### src/rtl/vdb_pkg.sv
// constants and types shared by the boot strap and input select block
package vdb_pkg;
  // register map, 16-bit sub address on the serial control link
  localparam logic [15:0] REG_VIDEO_INPUT_SELECT = 16'h0103;
  localparam logic [15:0] REG_CONV_CONFIG = 16'h0104;
  localparam logic [15:0] REG_GAIN_CONFIG = 16'h0105;
  localparam logic [15:0] REG_AUX_CLOCK = 16'h0106;
  localparam logic [15:0] REG_PIN_FUNCTION = 16'h0107;
  localparam logic [15:0] REG_GPIO = 16'h0108;
  localparam logic [15:0] REG_STATUS = 16'h0109;
  localparam logic [15:0] REG_PIN_LEVELS = 16'h010a;
  localparam logic [15:0] REG_ROUTE_BASE = 16'h0110;
  localparam logic [15:0] REG_ADDRSEL_ROUTE = 16'h0118;
  // reset values
  localparam logic [7:0] VIDEO_INPUT_SELECT_RESET = 8'h00;
  localparam logic [7:0] CONV_CONFIG_RESET = 8'h00;
  localparam logic [7:0] GAIN_CONFIG_RESET = 8'h80;
  localparam logic [7:0] AUX_CLOCK_RESET = 8'h03;
  localparam logic [7:0] PIN_FUNCTION_RESET = 8'h00;
  localparam logic [7:0] GPIO_RESET = 8'h00;
  localparam logic [3:0] ROUTE_RESET = 4'h8;
  localparam logic [7:0] ADDRSEL_ROUTE_RESET = 8'h00;
  // field positions in the input selection register
  localparam int CH_ONE_LSB = 0;
  localparam int CH_TWO_LSB = 4;
  localparam int CH_THREE_LSB = 6;
  // fields of the other registers
  localparam int GAIN_AUTO_BIT = 7;
  localparam int ADC2_MODE_LSB = 6;
  localparam int AUX_RATIO_BIT = 0;
  localparam int AUX_LOCKED_BIT = 1;
  localparam int GPIO_DIR_LSB = 4;
  localparam int ROUTE_INPUT_BIT = 3;
  localparam int ADDRSEL_DRIVE_BIT = 2;
  // anti-alias filter codes
  localparam logic [1:0] FILTER_8MHZ = 2'h0;
  localparam logic [1:0] FILTER_HALF = 2'h1;
  localparam logic [1:0] FILTER_BYPASS = 2'h2;
  // pin function codes for the infrared and interrupt pins
  localparam logic [1:0] PIN_NATIVE = 2'h0;
  localparam logic [1:0] PIN_GPIO = 2'h1;
  localparam logic [1:0] PIN_TIMING = 2'h2;
  // serial slave address upper five bits
  localparam logic [4:0] SLAVE_ADDR_HIGH = 5'h11;
  // synchroniser: 0 ir tx, 1 irq, 2 ir rx, 3 addr select, 4 scl, 5 sda, 6 sleep, 7 test, 15:8 pins
  localparam int SYNC_WIDTH = 16;
  localparam logic [15:0] SYNC_RESET = 16'h0030;
  localparam logic [2:0] STRAP_SETTLE_CYCLES = 3'h4;
  // decoder clock: eight times the 13.5 MHz pixel rate
  localparam int PIXEL_RATE_KHZ = 13500;
  localparam int DECODER_CLOCK_KHZ = 108000;
  localparam logic [3:0] PLL_MULTIPLIER = 4'(DECODER_CLOCK_KHZ / PIXEL_RATE_KHZ);
  localparam logic [15:0] PLL_FRACTION_RESET = 16'h8000;
  localparam logic [15:0] PLL_NUDGE_STEP = 16'h0001;
  typedef enum logic [2:0] {SL_IDLE, SL_DEV, SL_SUBH, SL_SUBL, SL_WRITE, SL_READ} vdb_serial_type;
endpackage : vdb_pkg

### src/rtl/vdb_boot_strap.sv
// boot strap capture, control link, pin muxing and analog input select
`timescale 1ns/1ps
`default_nettype none
module vdb_boot_strap (
  input wire logic clock_in,
  input wire logic rstn_in,
  input wire logic serial_clock_in,
  input wire logic serial_data_in,
  output logic serial_data_out,
  output logic serial_data_oe_out,
  input wire logic address_select_pin_in,
  output logic address_select_pin_out,
  output logic address_select_pin_oe_out,
  input wire logic infrared_transmit_pin_in,
  output logic infrared_transmit_out,
  output logic infrared_transmit_oe_out,
  input wire logic infrared_receive_in,
  output logic infrared_receive_pin_out,
  output logic infrared_receive_oe_out,
  output logic infrared_receive_data_out,
  input wire logic interrupt_out_low_pin_in,
  output logic interrupt_out_low_out,
  output logic interrupt_out_low_oe_out,
  output logic host_port_interrupt_low_out,
  input wire logic sleep_in,
  input wire logic test_in,
  input wire logic [7:0] multipurpose_pin_in,
  output logic [7:0] multipurpose_pin_out,
  output logic [7:0] multipurpose_pin_oe_out,
  input wire logic [7:0] route_source_in,
  input wire logic [3:0] addrsel_source_in,
  input wire logic [2:0] timing_source_in,
  input wire logic interrupt_pending_in,
  input wire logic infrared_transmit_data_in,
  input wire logic [5:0] loop_gain_in,
  input wire logic pll_nudge_up_in,
  input wire logic pll_nudge_down_in,
  output logic host_port_mode_out,
  output logic alternate_address_out,
  output logic power_down_out,
  output logic test_mode_out,
  output logic [7:0] channel_one_source_out,
  output logic [2:0] channel_two_source_out,
  output logic [1:0] channel_three_source_out,
  output logic [1:0] adc2_mode_out,
  output logic [5:0] filter_select_out,
  output logic [5:0] gain_out,
  output logic aux_ratio_384_out,
  output logic aux_video_locked_out,
  output logic [3:0] pll_multiplier_out,
  output logic [15:0] pll_fraction_out
);
  import vdb_pkg::*;

  // returns {output enable, level} for a pin that may be native, gpio or timing
  function automatic logic [1:0] pin_drive(input logic [1:0] func, input logic native_oe,
                                           input logic native_val, input logic gpio_dir,
                                           input logic gpio_val, input logic timing);
    logic [1:0] r;
    r = {native_oe, native_val};
    if (func == PIN_GPIO) begin
      r = {gpio_dir, gpio_val};
    end else if (func == PIN_TIMING) begin
      r = {1'b1, timing};
    end
    return r;
  endfunction : pin_drive

  ////////////////////////////////////////////////////////////////////////////
  // three-stage synchronisers; a level counts once stages two and three agree
  logic [SYNC_WIDTH-1:0] raw_pins;
  logic [SYNC_WIDTH-1:0] sync_a;
  logic [SYNC_WIDTH-1:0] sync_b;
  logic [SYNC_WIDTH-1:0] sync_c;
  logic [SYNC_WIDTH-1:0] pin_level;

  assign raw_pins = {multipurpose_pin_in, test_in, sleep_in, serial_data_in, serial_clock_in,
                     address_select_pin_in, infrared_receive_in, interrupt_out_low_pin_in,
                     infrared_transmit_pin_in};

  genvar g;
  generate
    for (g = 0; g < SYNC_WIDTH; g++) begin : gen_sync
      always_ff @(posedge clock_in or negedge rstn_in) begin
        if (!rstn_in) begin
          sync_a[g] <= SYNC_RESET[g];
          sync_b[g] <= SYNC_RESET[g];
          sync_c[g] <= SYNC_RESET[g];
          pin_level[g] <= SYNC_RESET[g];
        end else begin
          sync_a[g] <= raw_pins[g];
          sync_b[g] <= sync_a[g];
          sync_c[g] <= sync_b[g];
          if (sync_b[g] == sync_c[g]) begin
            pin_level[g] <= sync_c[g];
          end
        end
      end
    end
  endgenerate

  ////////////////////////////////////////////////////////////////////////////
  // strap capture after release; strap pins stay undriven until then
  logic [2:0] settle_count;
  logic strap_done;

  always_ff @(posedge clock_in or negedge rstn_in) begin
    if (!rstn_in) begin
      settle_count <= 3'h0;
      strap_done <= 1'b0;
      host_port_mode_out <= 1'b0;
      alternate_address_out <= 1'b0;
    end else if (!strap_done) begin
      // waits for the filtered pin levels to reach the released pin state
      if (settle_count == STRAP_SETTLE_CYCLES) begin
        strap_done <= 1'b1;
        host_port_mode_out <= ~pin_level[0];
        alternate_address_out <= ~pin_level[1];
      end else begin
        settle_count <= settle_count + 3'h1;
      end
    end
  end

  always_ff @(posedge clock_in or negedge rstn_in) begin
    if (!rstn_in) begin
      power_down_out <= 1'b0;
      test_mode_out <= 1'b0;
    end else begin
      power_down_out <= pin_level[6];
      test_mode_out <= pin_level[7];
    end
  end

  ////////////////////////////////////////////////////////////////////////////
  // two-wire serial slave, idle in host port mode
  logic [7:0] video_input_select;
  logic [7:0] conv_config;
  logic [7:0] gain_config;
  logic [7:0] aux_clock;
  logic [7:0] pin_function;
  logic [7:0] gpio;
  logic [3:0] route [8];
  logic [7:0] addrsel_route;
  vdb_serial_type state;
  logic scl_d;
  logic sda_d;
  logic [2:0] bit_count;
  logic [7:0] shift;
  logic [7:0] read_shift;
  logic [15:0] sub_addr;
  logic ack_pend;
  logic in_ack;
  logic wr_pulse;
  logic [15:0] wr_addr;
  logic [7:0] wr_data;
  logic [7:0] rd_word;
  logic [6:0] slave_addr;
  logic scl_rise;
  logic scl_fall;
  logic start_seen;
  logic stop_seen;

  assign slave_addr = {SLAVE_ADDR_HIGH, alternate_address_out, pin_level[3]};
  assign scl_rise = pin_level[4] & ~scl_d;
  assign scl_fall = ~pin_level[4] & scl_d;
  assign start_seen = pin_level[4] & scl_d & sda_d & ~pin_level[5] & strap_done
                      & ~host_port_mode_out;
  assign stop_seen = pin_level[4] & scl_d & ~sda_d & pin_level[5];

  always_comb begin
    rd_word = 8'h00;
    if (sub_addr == REG_VIDEO_INPUT_SELECT) rd_word = video_input_select;
    else if (sub_addr == REG_CONV_CONFIG) rd_word = conv_config;
    else if (sub_addr == REG_GAIN_CONFIG) rd_word = gain_config;
    else if (sub_addr == REG_AUX_CLOCK) rd_word = aux_clock;
    else if (sub_addr == REG_PIN_FUNCTION) rd_word = pin_function;
    else if (sub_addr == REG_GPIO) rd_word = gpio;
    else if (sub_addr == REG_STATUS) rd_word = {2'h0, pin_level[7:6], pin_level[2],
                                                pin_level[3], host_port_mode_out,
                                                alternate_address_out};
    else if (sub_addr == REG_PIN_LEVELS) rd_word = pin_level[15:8];
    else if (sub_addr[15:3] == REG_ROUTE_BASE[15:3]) rd_word = {4'h0, route[sub_addr[2:0]]};
    else if (sub_addr == REG_ADDRSEL_ROUTE) rd_word = addrsel_route;
  end

  always_ff @(posedge clock_in or negedge rstn_in) begin
    if (!rstn_in) begin
      scl_d <= 1'b1;
      sda_d <= 1'b1;
    end else begin
      scl_d <= pin_level[4];
      sda_d <= pin_level[5];
    end
  end

  always_ff @(posedge clock_in or negedge rstn_in) begin
    if (!rstn_in) begin
      state <= SL_IDLE;
      bit_count <= 3'h0;
      shift <= 8'h00;
      read_shift <= 8'h00;
      sub_addr <= 16'h0000;
      ack_pend <= 1'b0;
      in_ack <= 1'b0;
      serial_data_oe_out <= 1'b0;
      wr_pulse <= 1'b0;
      wr_addr <= 16'h0000;
      wr_data <= 8'h00;
    end else begin
      wr_pulse <= 1'b0;
      if (start_seen) begin
        state <= SL_DEV;
        bit_count <= 3'h0;
        ack_pend <= 1'b0;
        in_ack <= 1'b0;
        serial_data_oe_out <= 1'b0;
      end else if (stop_seen) begin
        state <= SL_IDLE;
        ack_pend <= 1'b0;
        in_ack <= 1'b0;
        serial_data_oe_out <= 1'b0;
      end else if (state != SL_IDLE) begin
        if (scl_rise) begin
          if (in_ack) begin
            // master nack ends a read burst
            if (state == SL_READ && pin_level[5]) state <= SL_IDLE;
          end else begin
            shift <= {shift[6:0], pin_level[5]};
            bit_count <= bit_count + 3'h1;
            if (bit_count == 3'h7) ack_pend <= 1'b1;
          end
        end else if (scl_fall) begin
          if (ack_pend) begin
            ack_pend <= 1'b0;
            in_ack <= 1'b1;
            serial_data_oe_out <= (state != SL_READ);
            case (state)
              SL_DEV: begin
                if (shift[7:1] == slave_addr) begin
                  state <= shift[0] ? SL_READ : SL_SUBH;
                end else begin
                  state <= SL_IDLE;
                  serial_data_oe_out <= 1'b0;
                end
              end
              SL_SUBH: begin
                sub_addr[15:8] <= shift;
                state <= SL_SUBL;
              end
              SL_SUBL: begin
                sub_addr[7:0] <= shift;
                state <= SL_WRITE;
              end
              SL_WRITE: begin
                wr_pulse <= 1'b1;
                wr_addr <= sub_addr;
                wr_data <= shift;
                sub_addr <= sub_addr + 16'h0001;
              end
              default: begin
              end
            endcase
          end else if (in_ack) begin
            in_ack <= 1'b0;
            bit_count <= 3'h0;
            if (state == SL_READ) begin
              read_shift <= rd_word;
              serial_data_oe_out <= ~rd_word[7];
              sub_addr <= sub_addr + 16'h0001;
            end else begin
              serial_data_oe_out <= 1'b0;
            end
          end else if (state == SL_READ) begin
            serial_data_oe_out <= ~read_shift[6];
            read_shift <= {read_shift[6:0], 1'b0};
          end
        end
      end
    end
  end

  // open-drain data line only ever pulls low
  always_ff @(posedge clock_in or negedge rstn_in) begin
    if (!rstn_in) serial_data_out <= 1'b0;
    else serial_data_out <= 1'b0;
  end

  ////////////////////////////////////////////////////////////////////////////
  // register file
  always_ff @(posedge clock_in or negedge rstn_in) begin
    if (!rstn_in) begin
      video_input_select <= VIDEO_INPUT_SELECT_RESET;
      conv_config <= CONV_CONFIG_RESET;
      gain_config <= GAIN_CONFIG_RESET;
      aux_clock <= AUX_CLOCK_RESET;
      pin_function <= PIN_FUNCTION_RESET;
      gpio <= GPIO_RESET;
      addrsel_route <= ADDRSEL_ROUTE_RESET;
      for (int i = 0; i < 8; i++) route[i] <= ROUTE_RESET;
    end else if (wr_pulse) begin
      if (wr_addr == REG_VIDEO_INPUT_SELECT) video_input_select <= wr_data;
      if (wr_addr == REG_CONV_CONFIG) conv_config <= wr_data;
      if (wr_addr == REG_GAIN_CONFIG) gain_config <= wr_data;
      if (wr_addr == REG_AUX_CLOCK) aux_clock <= wr_data;
      if (wr_addr == REG_PIN_FUNCTION) pin_function <= wr_data;
      if (wr_addr == REG_GPIO) gpio <= wr_data;
      if (wr_addr == REG_ADDRSEL_ROUTE) addrsel_route <= wr_data;
      if (wr_addr[15:3] == REG_ROUTE_BASE[15:3]) route[wr_addr[2:0]] <= wr_data[3:0];
    end
  end

  ////////////////////////////////////////////////////////////////////////////
  // analog input mux; a one-hot switch enable per input, none on reserved codes
  always_ff @(posedge clock_in or negedge rstn_in) begin
    if (!rstn_in) begin
      channel_one_source_out <= 8'h00;
      channel_two_source_out <= 3'h0;
      channel_three_source_out <= 2'h0;
    end else begin
      channel_one_source_out <= 8'h01 << video_input_select[CH_ONE_LSB +: 3];
      case (video_input_select[CH_TWO_LSB +: 2])
        2'h0: channel_two_source_out <= 3'h1;
        2'h1: channel_two_source_out <= 3'h2;
        2'h2: channel_two_source_out <= 3'h4;
        default: channel_two_source_out <= 3'h0;
      endcase
      case (video_input_select[CH_THREE_LSB +: 2])
        2'h0: channel_three_source_out <= 2'h1;
        2'h1: channel_three_source_out <= 2'h2;
        default: channel_three_source_out <= 2'h0;
      endcase
    end
  end

  // converter one is hard-wired to channel one; only converter two has a mode
  always_ff @(posedge clock_in or negedge rstn_in) begin
    if (!rstn_in) begin
      adc2_mode_out <= 2'h0;
      filter_select_out <= 6'h00;
      gain_out <= 6'h00;
      aux_ratio_384_out <= 1'b1;
      aux_video_locked_out <= 1'b1;
      pll_multiplier_out <= 4'h0;
    end else begin
      adc2_mode_out <= conv_config[ADC2_MODE_LSB +: 2];
      filter_select_out <= conv_config[5:0];
      gain_out <= gain_config[GAIN_AUTO_BIT] ? loop_gain_in : gain_config[5:0];
      aux_ratio_384_out <= aux_clock[AUX_RATIO_BIT];
      aux_video_locked_out <= aux_clock[AUX_LOCKED_BIT];
      pll_multiplier_out <= PLL_MULTIPLIER;
    end
  end

  // fractional word wraps rather than saturates; the loop keeps it mid-range
  always_ff @(posedge clock_in or negedge rstn_in) begin
    if (!rstn_in) begin
      pll_fraction_out <= PLL_FRACTION_RESET;
    end else if (pll_nudge_up_in && !pll_nudge_down_in) begin
      pll_fraction_out <= pll_fraction_out + PLL_NUDGE_STEP;
    end else if (pll_nudge_down_in && !pll_nudge_up_in) begin
      pll_fraction_out <= pll_fraction_out - PLL_NUDGE_STEP;
    end
  end

  ////////////////////////////////////////////////////////////////////////////
  // pin functions; nothing drives a strap pin before the straps are taken
  logic [1:0] tx_drive;
  logic [1:0] rx_drive;
  logic [1:0] irq_drive;

  assign tx_drive = pin_drive(pin_function[1:0], 1'b1, infrared_transmit_data_in,
                              gpio[GPIO_DIR_LSB], gpio[0], timing_source_in[0]);
  assign rx_drive = pin_drive(pin_function[3:2], 1'b0, 1'b0,
                              gpio[GPIO_DIR_LSB + 1], gpio[1], timing_source_in[1]);
  assign irq_drive = pin_drive(pin_function[5:4], 1'b1, ~interrupt_pending_in,
                               gpio[GPIO_DIR_LSB + 2], gpio[2], timing_source_in[2]);

  always_ff @(posedge clock_in or negedge rstn_in) begin
    if (!rstn_in) begin
      infrared_transmit_out <= 1'b1;
      infrared_transmit_oe_out <= 1'b0;
      infrared_receive_pin_out <= 1'b0;
      infrared_receive_oe_out <= 1'b0;
      infrared_receive_data_out <= 1'b1;
      interrupt_out_low_out <= 1'b1;
      interrupt_out_low_oe_out <= 1'b0;
      host_port_interrupt_low_out <= 1'b1;
    end else begin
      infrared_transmit_out <= tx_drive[0];
      infrared_transmit_oe_out <= tx_drive[1] & strap_done;
      infrared_receive_pin_out <= rx_drive[0];
      infrared_receive_oe_out <= rx_drive[1] & strap_done;
      infrared_receive_data_out <= pin_level[2];
      interrupt_out_low_out <= irq_drive[0];
      interrupt_out_low_oe_out <= irq_drive[1] & strap_done;
      host_port_interrupt_low_out <= ~(host_port_mode_out & interrupt_pending_in);
    end
  end

  generate
    for (g = 0; g < 8; g++) begin : gen_route
      always_ff @(posedge clock_in or negedge rstn_in) begin
        if (!rstn_in) begin
          multipurpose_pin_out[g] <= 1'b0;
          multipurpose_pin_oe_out[g] <= 1'b0;
        end else begin
          multipurpose_pin_out[g] <= route_source_in[route[g][2:0]];
          multipurpose_pin_oe_out[g] <= ~route[g][ROUTE_INPUT_BIT] & strap_done;
        end
      end
    end
  endgenerate

  // address select drives its routed source when addrsel_route bit 2 is set, which only serial mode can write, and is an input otherwise
  always_ff @(posedge clock_in or negedge rstn_in) begin
    if (!rstn_in) begin
      address_select_pin_out <= 1'b0;
      address_select_pin_oe_out <= 1'b0;
    end else begin
      address_select_pin_out <= addrsel_source_in[addrsel_route[1:0]];
      address_select_pin_oe_out <= addrsel_route[ADDRSEL_DRIVE_BIT] & strap_done;
    end
  end
endmodule : vdb_boot_strap
`default_nettype wire

### config.mk
export PLATFORM = sky130hd
export DESIGN_NAME = vdb_boot_strap
export DESIGN_NICKNAME = d
export VERILOG_FILES = /design/src/rtl/vdb_pkg.sv /design/src/rtl/vdb_boot_strap.sv
export SDC_FILE = /design/constraint.sdc
export NUM_CORES = 1
export LEC_CHECK = 0
export BUFFER_PORTS_ARGS = -buffer_cell sky130_fd_sc_hd__buf_2
export CORE_MARGIN = 4
export CORE_UTILIZATION = 35
export DETAILED_ROUTE_END_ITERATION = 16
export GPL_TIMING_DRIVEN = 1
export SYNTH_ARGS = -nofsm -noshare
export SYNTH_HDL_FRONTEND = slang
export SYNTH_SLANG_ARGS = --single-unit
### constraint.sdc
create_clock -name clock_in -period 7.5 [get_ports clock_in]
set_input_delay 0.375 -clock clock_in [delete_from_list [all_inputs] [get_ports clock_in]]
set_output_delay 0.375 -clock clock_in [all_outputs]
set_load 0.01 [all_outputs]
# == Yosys cells after proc, flatten, opt, wreduce, memory -nomap -nowiden ==
# Index checks and enable logic that the tools add are counted.
# op_classes
reduce_logical,41
n_lt_le_gt_ge,12
n_shift,1
muxes,105
n_bitwise,50
add_sub_neg,5
n_eq_ne,62
# op_table
cell,n
$eq 16x9->1 const B,16
$mux 16,5
$mux 8,10
$mux 3,18
$mux 1,44
$add 16x1->16 const B,2
$bwmux 32,1
$lt 3x4->1 const B,8
$pmux 8 s2,2
$eq 13x6->1 const B,2
$not 1->1,26
$bmux 1 s3,8
$and 1x1->1,22
$mux 7,3
$reduce_and 2->1,10
$pmux 3 s3,2
$eq 1x1->1,16
$reduce_and 8->1,2
$sub 16x1->16 const B,1
$reduce_bool 3->1,5
$reduce_and 7->1,2
$bmux 4 s3,1
$demux 4 s3,1
$eq 3x3->1 const B,4
33 further kinds,65
# word_totals
input_bits,43
out_inout_bits,81
regBits,299

# == Longest topological paths before layout ==
# Gate-level depths: netlist (run 1).
# depth
ltp_word,22
depth_mapped,11
ltp_nobuf,11

# == Least setup slack after synthesis (run 1) ==
# No wires, ideal clock.
# synth_timing
kind,reg2reg
startpoint,register sub_addr[0]
endpoint,register read_shift[3]
stages_incl_launch_ff,11
arrival_time_ps,2558
required_ps,7365
setup_slack_ps,4807
path_cell_list,dfrtp_1 -> buf_1 -> inv_1 -> ha_1 -> clkbuf_1 -> nand3_1 -> clkbuf_1 -> nand4_1 -> a2111o_1 -> a221oi_1 -> o31ai_1
# synth_between
elab_chain_cells,15
# synth_rtl
item,line,source
from (decl),vdb_boot_strap.sv:151,logic [15:0] sub_addr;
from (signal assigned),vdb_boot_strap.sv:252,sub_addr[7:0] <= shift;
from (signal assigned),vdb_boot_strap.sv:259,sub_addr <= sub_addr + 16'h0001;
from (signal assigned),vdb_boot_strap.sv:270,sub_addr <= sub_addr + 16'h0001;
$not 3->4 (implied by the code),vdb_boot_strap.sv:183,"else if (sub_addr[15:3] == REG_ROUTE_BASE[15:3]) rd_word = {4'h0, route[sub_addr[2:0]]};"
$bmux 4 s3,vdb_boot_strap.sv:183,
$mux 4 (implied by the code) (2 in series),vdb_boot_strap.sv:183,
$mux 8,vdb_boot_strap.sv:183,
$mux 8,vdb_boot_strap.sv:182,else if (sub_addr == REG_PIN_LEVELS) rd_word = pin_level[15:8];
$mux 8,vdb_boot_strap.sv:179,"else if (sub_addr == REG_STATUS) rd_word = {2'h0, pin_level[7:6], pin_level[2],"
$mux 8,vdb_boot_strap.sv:178,else if (sub_addr == REG_GPIO) rd_word = gpio;
$mux 8,vdb_boot_strap.sv:177,else if (sub_addr == REG_PIN_FUNCTION) rd_word = pin_function;
$mux 8,vdb_boot_strap.sv:176,else if (sub_addr == REG_AUX_CLOCK) rd_word = aux_clock;
$mux 8,vdb_boot_strap.sv:175,else if (sub_addr == REG_GAIN_CONFIG) rd_word = gain_config;
$mux 8,vdb_boot_strap.sv:174,else if (sub_addr == REG_CONV_CONFIG) rd_word = conv_config;
$mux 8 (*),vdb_boot_strap.sv:173,if (sub_addr == REG_VIDEO_INPUT_SELECT) rd_word = video_input_select;
$mux 7 (*),vdb_boot_strap.sv:267,if (state == SL_READ) begin
$mux 7 (*),vdb_boot_strap.sv:264,end else if (in_ack) begin
to (signal assigned),vdb_boot_strap.sv:268,read_shift <= rd_word;
to (signal assigned),vdb_boot_strap.sv:276,"read_shift <= {read_shift[6:0], 1'b0};"
to (decl),vdb_boot_strap.sv:150,logic [7:0] read_shift;
# Mark *: on every way between the ends. The rest lies on a longest branch, timed or not. The select of a mux whose other input is x is not followed.
# A chain may end at the register's enable or synchronous reset.

# == Worst setup path after layout (run 1) ==
# layout_timing
startpoint,register sub_addr[9]
endpoint,register read_shift[6]
# layout_between
elab_chain_cells,13
# layout_rtl
item,line,source
from (signal assigned),vdb_boot_strap.sv:248,sub_addr[15:8] <= shift;
from (signal assigned),vdb_boot_strap.sv:259,
from (signal assigned),vdb_boot_strap.sv:270,
$eq 16x9->1,vdb_boot_strap.sv:184,else if (sub_addr == REG_ADDRSEL_ROUTE) rd_word = addrsel_route;
$mux 8,vdb_boot_strap.sv:184,
$mux 8,vdb_boot_strap.sv:183,
$mux 8,vdb_boot_strap.sv:182,
$mux 8,vdb_boot_strap.sv:179,
$mux 8,vdb_boot_strap.sv:178,
$mux 8,vdb_boot_strap.sv:177,
$mux 8,vdb_boot_strap.sv:176,
$mux 8,vdb_boot_strap.sv:175,
$mux 8,vdb_boot_strap.sv:174,
$mux 8 (*),vdb_boot_strap.sv:173,
$mux 7 (*),vdb_boot_strap.sv:267,
$mux 7 (*),vdb_boot_strap.sv:264,
# Marks and branches as above.

==> summary.txt, run 1 <==
Synthesized area -> 13,520 um2
Fin crit share -> 0.4733
Synth Area per Inst -> 12.29 um2
Adder-Cell Fraction of Synth Area -> 0.03738
Post-DP HPWL -> 22,410 um
Inserted Clock Buffers -> 35
Fin crit period -> 3.550 ns
Layout cells sized above 1 -> 0.2950
Crit-path leading delay family -> simple AND/OR/NAND/NOR gates
Fin Setup TNS -> 0 ns
Primary FF master, synth -> dfrtp_1
Most common cell after layout, fill and taps aside -> dfrtp_1
Synthesis-to-layout area growth -> 17.19%
GR Overflow Total -> 0
TritonRoute pass-1 iters -> 6
Maxcap violations -> 0
Leakage -> 7.039 nW
RSZ-0062 raised after global routing -> false
Post-Synth XOR/XNOR Area -> 0.01036
Reg clk slew, reported paths -> 0.06 ns
Cell Int Power -> 2.897 mW
Sw power -> 1.048 mW
Ranking of synthesized cells by area -> dfrtp_1 (50%), mux2_2 (11%), dfstp_2 (5.4%)
Die W -> 204.6 um
Synth Area in Compound Gates -> 0.09649
Final Total Pwr -> 3.945 mW
CP max FO -> 11
Dpl cells -> 1,683
Sequential-to-total area share from yosys stat -> 0.5558
Die Span Y -> 204.6 um
Mux share of post-synthesis cell area -> 0.1575
Clk root buf -> clkbuf_16
Final net count -> 1,297
Max-slew violations -> 0
Overall routing resource usage -> 0.1555
Reg area -> 7517 um2
Final Hold Viols -> 0
TritonCTS clock tree -> built
Req. time, crit path -> 7.90 ns
Asr flop ratio synth -> 1.000
Top-level I/O count -> 124
Max Fclk -> 281.7 MHz
Buf/Inv on CP -> 0
DR iter-0 viols -> 548
Logic pwr share -> 0.147
Post-route setup slack -> 3.950 ns
Cell taking the most area after synthesis -> dfrtp_1
Crit path largest cell delay -> 0.85 ns
Largest family of logic cells by synthesized area -> multiplexers
Simple-Gate Fraction of Synth Area -> 0.1176
Multi-input logic area -> 5698 um2
I/O Buffers -> 119
Fill cells -> 3,584
Placer Congestion -> 0.8798
WP data arrival -> 3.95 ns
Final setup viols -> 0
WL/cell -> 18.38 um
Worst slew pin tran -> 1.283 ns
Core area -> 37,930 um2
Clock power frac -> 0.405
Clk_lat worst skew -> 0.54 ns
Initial Util -> 0.3565
Power Density -> 248.9 nW/um2
Non-Filler Instances -> 1,762
Kind of critical path -> flop to flop
DRC viols -> 0
Most frequent cells in the layout -> dfrtp_1 (271), mux2_2 (132), buf_2 (118)
Clock Tree Buf Depth -> 3
Syn Inst Count -> 1,100
Post-route ant nets -> 0
FP Rows -> 71
Seq cells post-synth -> 299
CP endpoint kind -> flop
Vias -> 9,250
Status -> finished, final reports clean
Sequential power share -> 0.449
Sw Share -> 0.2657
Max H-tree Level -> 2
Inserted Diodes -> 0
Post-route cell area -> 15,850 um2
EDFF count, synth -> 0
Post-CTS setup buffer count -> 0
Max stage delay cell, worst path -> nor3_1
Critical path launch point type -> flop
Synth warnings -> 0
Initial antenna violation count -> 0
CP Cell Sequence -> or4b_1 -> nor3_1 -> nand3_1 -> o21a_1 -> a221oi_1 -> o211a_1 -> o31ai_1
Clock Skew -> 0.02142 ns
Die Footprint -> 41,850 um2
Number of global-route vias before repair -> 9,293
Worst slew margin -> 0.1370
Maximum VDD drop -> 216.0 uV
Via density -> 5.250
Number of clock sinks -> 299
Hold WC Path Type -> input port to flop
Setup WS pre-CTS -> 4.060 ns
Post-synth cell types -> 77
Top cell type's share of synthesized area -> 0.5014
Post-Route WL -> 32,380 um
Largest net degree at the start of global routing -> 152
Placed Area -> 14,600 um2
First-pass GRT wire length -> 52,090 um
per-stage QoR:
step	hold WS (ns)	utilization
after detailed placement	0.3363	0.3849
final	0.07065	0.4178
after CTS	0.04379	0.4178
after global routing	0.05822	0.4178
after floorplan	0.07941	-
after global placement	0.3330	0.3849
area by class of cell:
class | count | area share
clock inverter | 9 | 0.005605
clock buffer | 52 | 0.06181
tap | 511 | 0.04034
timing repair buffer | 143 | 0.05321
sequential | 299 | 0.4743
inverter | 22 | 0.005210
multi-input combinational | 726 | 0.3595
synth_stat cells, types with 16 or more instances:
library cell,n
o21ai_0,50
maj3_1,16
nand2_1,71
ha_1,26
nand3_1,23
mux2_2,132
nor2_1,64
a21oi_1,50
clkbuf_1,42
nor3_1,18
dfrtp_1,271
nor2b_1,24
dfstp_2,28
mux4_2,25
inv_1,22
logic make-up (layout without fill, tap and decap cells):
| kind of cell | after synthesis | in the layout |
|---|---|---|
| compound gates | 202 | 202 |
| mux | 165 | 165 |
| buf+inv | 78 | 226 |
| flops | 299 | 299 |
| other cells | 2 | 5 |
| xor+xnor | 16 | 16 |
| simple gates | 295 | 295 |
| fa+ha+maj | 43 | 43 |
layer usage:
| layer | vias to the layer above | routed length, um | GRT usage | share of wire |
|---|---|---|---|---|
| met5 | - | 0 | 0 | 0 |
| met4 | 0 | 694 | 0.04738 | 0.021 |
| met3 | 43 | 1653 | 0.02707 | 0.051 |
| met2 | 242 | 15520 | 0.2546 | 0.48 |
| met1 | 4674 | 14520 | 0.2127 | 0.45 |
| li1 | 4291 | - | - | - |
path summary, 6_finish.rpt:
path,start,end,slack (ns),depth (start not counted)
max,sub_addr[9]$_DFFE_PN0P_,read_shift[6]$_DFFE_PN0P_,3.95,7
min,loop_gain_in[3],gain_out[3]$_DFF_PN0_,0.07,2
max reg2reg,sub_addr[9]$_DFFE_PN0P_,read_shift[6]$_DFFE_PN0P_,3.95,7
min reg2reg,sync_a[15]$_DFF_PN0_,sync_b[15]$_DFF_PN0_,0.35,0
max in group asynchronous,rstn_in,wr_data[0]$_DFFE_PN0P_,5.71,3
min in group asynchronous,rstn_in,gain_out[5]$_DFF_PN0_,0.39,2
registers in the layout, indices dropped and copies added (netlist names), 16 cells and up:
register and count:
wr_addr 16, sync_c 16, sync_a 16, sync_b 16, route 32, pin_level 16
pll_fraction_out 16, sub_addr 16
power groups by stage:
stage	Combinational, mW	Clock (mW)	Sequential [mW]
finish	0.579	1.60	1.77
global route	0.662	1.73	1.78
CTS	0.585	1.66	1.77
detailed placement	0.573	0	1.80
global placement	0.560	0	1.80
floorplan	0.375	0	1.80
repair_timing:
| action | in CTS | in global routing |
|---|---|---|
| gates resized for setup | 0 | 0 |
| hold endpoints to repair | 85 | 0 |
| hold buffers | 18 | 0 |
Power figures use the tool's default switching activity.
==> run 2: changes to the inputs <==
==> constraint.sdc (replaced) <==
create_clock -name clock_in -period 3 [get_ports clock_in]
set_input_delay 0.15 -clock clock_in [delete_from_list [all_inputs] [get_ports clock_in]]
set_output_delay 0.15 -clock clock_in [all_outputs]
set_load 0.01 [all_outputs]
==> summary.txt, run 2 (same netlist as run 1, synthesis figures left out) <==
Post-route ant nets -> 0 (unchanged)
Layout cells sized above 1 -> 0.3123 (+0.01730)
Most flop-heavy register -> route
Clk root buf -> clkbuf_16
Clock Tree Buf Depth -> 3 (unchanged)
Post-DP HPWL -> 22,890 um (+2.1%)
Top-level I/O count -> 124 (unchanged)
CP endpoint kind -> flop
Maxcap violations -> 0 (unchanged)
Inserted Diodes -> 0 (unchanged)
TritonCTS clock tree -> built
Largest net degree at the start of global routing -> 87 (-43%)
Logic pwr share -> 0.149 (+0.002)
GR Overflow Total -> 0 (unchanged)
Hold WC Path Type -> input port to flop
Reg2reg setup slack -> 0.19 ns (-3.76 ns)
Maximum VDD drop -> 460.1 uV (+110%)
Multi-input logic area -> 5708 um2 (+0.18%)
Reg area -> 7517 um2 (unchanged)
Number of clock sinks -> 299 (unchanged)
Worst slew margin -> 0.5054 (+0.3684)
Number of flip-flops in the largest register -> 32 (unchanged)
Sw Share -> 0.2691 (+0.003404)
Die W -> 204.6 um (unchanged)
Clock power frac -> 0.407 (+0.002)
Inserted Clock Buffers -> 35 (unchanged)
Initial antenna violation count -> 0 (unchanged)
Cell Int Power -> 7.276 mW (+150%)
Clock Skew -> 0.02226 ns (+0.0008384 ns)
Max H-tree Level -> 2 (unchanged)
Clk_lat worst skew -> 0.54 ns (about the same)
Via density -> 5.205 (-0.86%)
I/O Buffers -> 119 (unchanged)
Worst slew pin tran -> 0.7351 ns (-0.5476 ns)
Most frequent cells in the layout -> dfrtp_1 (271), mux2_2 (132), buf_2 (118)
Status -> finished, final reports clean
Fill cells -> 3,519 (-1.8%)
WP data arrival -> 3.25 ns (-0.70 ns)
Sequential power share -> 0.444 (-0.005)
WHS -> 0.07517 ns (+0.004518 ns)
Max-slew violations -> 0 (unchanged)
WL/cell -> 18.18 um (-1.1%)
CP max FO -> 7 (-4)
Fin Setup TNS -> 0 ns (unchanged)
Sw power -> 2.678 mW (+160%)
Max Fclk -> 356.0 MHz (+26%)
Overall routing resource usage -> 0.1566 (+0.001103)
DR iter-0 viols -> 562 (+2.6%)
Final setup viols -> 0 (unchanged)
Vias -> 9,410 (+1.7%)
Initial Util -> 0.3565 (unchanged)
Die Span Y -> 204.6 um (unchanged)
Post-Route WL -> 32,880 um (+1.5%)
RSZ-0062 raised after global routing -> false
Placer Congestion -> 0.9069 (+3.1%)
Core area -> 37,930 um2 (unchanged)
Final Hold Viols -> 0 (unchanged)
DRC viols -> 0 (unchanged)
Final Total Pwr -> 9.954 mW (+150%)
TritonRoute pass-1 iters -> 5 (-1)
FP Rows -> 71 (unchanged)
Power Density -> 611.6 nW/um2 (+150%)
Fin crit period -> 2.809 ns (-0.7411 ns)
Kind of critical path -> flop to flop
Critical path launch point type -> flop
Fin crit share -> 0.9363 (+0.4630)
Leakage -> 7.264 nW (+3.2%)
First-pass GRT wire length -> 52,800 um (+1.4%)
Final net count -> 1,341 (+3.4%)
Number of global-route vias before repair -> 9,626 (+3.6%)
Reg clk slew, reported paths -> 0.06 ns (about the same)
Most common cell after layout, fill and taps aside -> dfrtp_1
Die Footprint -> 41,850 um2 (unchanged)
Synthesis-to-layout area growth -> 20.34%
Req. time, crit path -> 3.44 ns (-4.46 ns)
[run 2: worst paths after layout]
check / from / to / cells after the start
setup / recovery: sub_addr[5]$_DFFE_PN0P_ / read_shift[6]$_DFFE_PN0P_ / 8
hold / removal: infrared_transmit_data_in / infrared_transmit_out$_DFF_PN1_ / 4
setup reg to reg: sub_addr[5]$_DFFE_PN0P_ / read_shift[6]$_DFFE_PN0P_ / 8
hold reg to reg: sync_a[12]$_DFF_PN0_ / sync_b[12]$_DFF_PN0_ / 0
max in group asynchronous: rstn_in / pll_fraction_out[15]$_DFFE_PN1P_ / 3
min in group asynchronous: rstn_in / adc2_mode_out[1]$_DFF_PN0_ / 2
[run 2: layout make-up]
class | instances | share of cell area
Clock buffer | 52 | 0.06020
Tap cell | 511 | 0.03929
Multi-Input combinational cell | 726 | 0.3507
Clock inverter | 11 | 0.007304
Inverter | 22 | 0.005074
Timing Repair Buffer | 187 | 0.07550
Sequential cell | 299 | 0.4619
[run 2: metrics by stage]
stage | worst slack (ns) | utilization | cells | cell area (um2)
global placement | 0.2355 | 0.3919 | 1715 | 14870
floorplan | 0.3074 | - | 1103 | 13540
global route | 0.008741 | 0.4290 | 1808 | 16270
detailed placement | 0.1888 | 0.3919 | 1715 | 14870
CTS | 0.1469 | 0.4288 | 1808 | 16260
finish | 0.1910 | 0.4290 | 1808 | 16270
[run 2: routing by layer]
layer | part of all wire | global-route usage | wire (um)
met5 | 0 | 0 | 0
met2 | 0.47 | 0.2559 | 15550
met1 | 0.44 | 0.2088 | 14510
met4 | 0.031 | 0.06006 | 1005
met3 | 0.055 | 0.02818 | 1806
[run 2: timing repair]
item | 4_1_cts | 5_1_grt
endpoints found under the setup margin | 0 | 2
hold endpoints to repair | 105 | 0
resized for setup | 0 | 3
hold buffers | 30 | 0
buffers inserted | 0 | 0
[run 2: power groups by stage]
stage	Clock, mW	Combinational (mW)	Sequential (mW)
floorplan	0	0.938	4.50
global placement	0	1.42	4.48
detailed placement	0	1.46	4.49
CTS	4.19	1.50	4.42
global route	4.34	1.67	4.45
finish	4.05	1.49	4.42
[run 2: critical path, stage by stage, from the launching register on]
cell and delay [ns]:
dfrtp_1 0.42, or4_1 0.72, nor4b_4 0.45, buf_4 0.21
a32oi_1 0.11, o2111ai_1 0.26, a221oi_1 0.12, o211a_1 0.23
o31ai_1 0.19
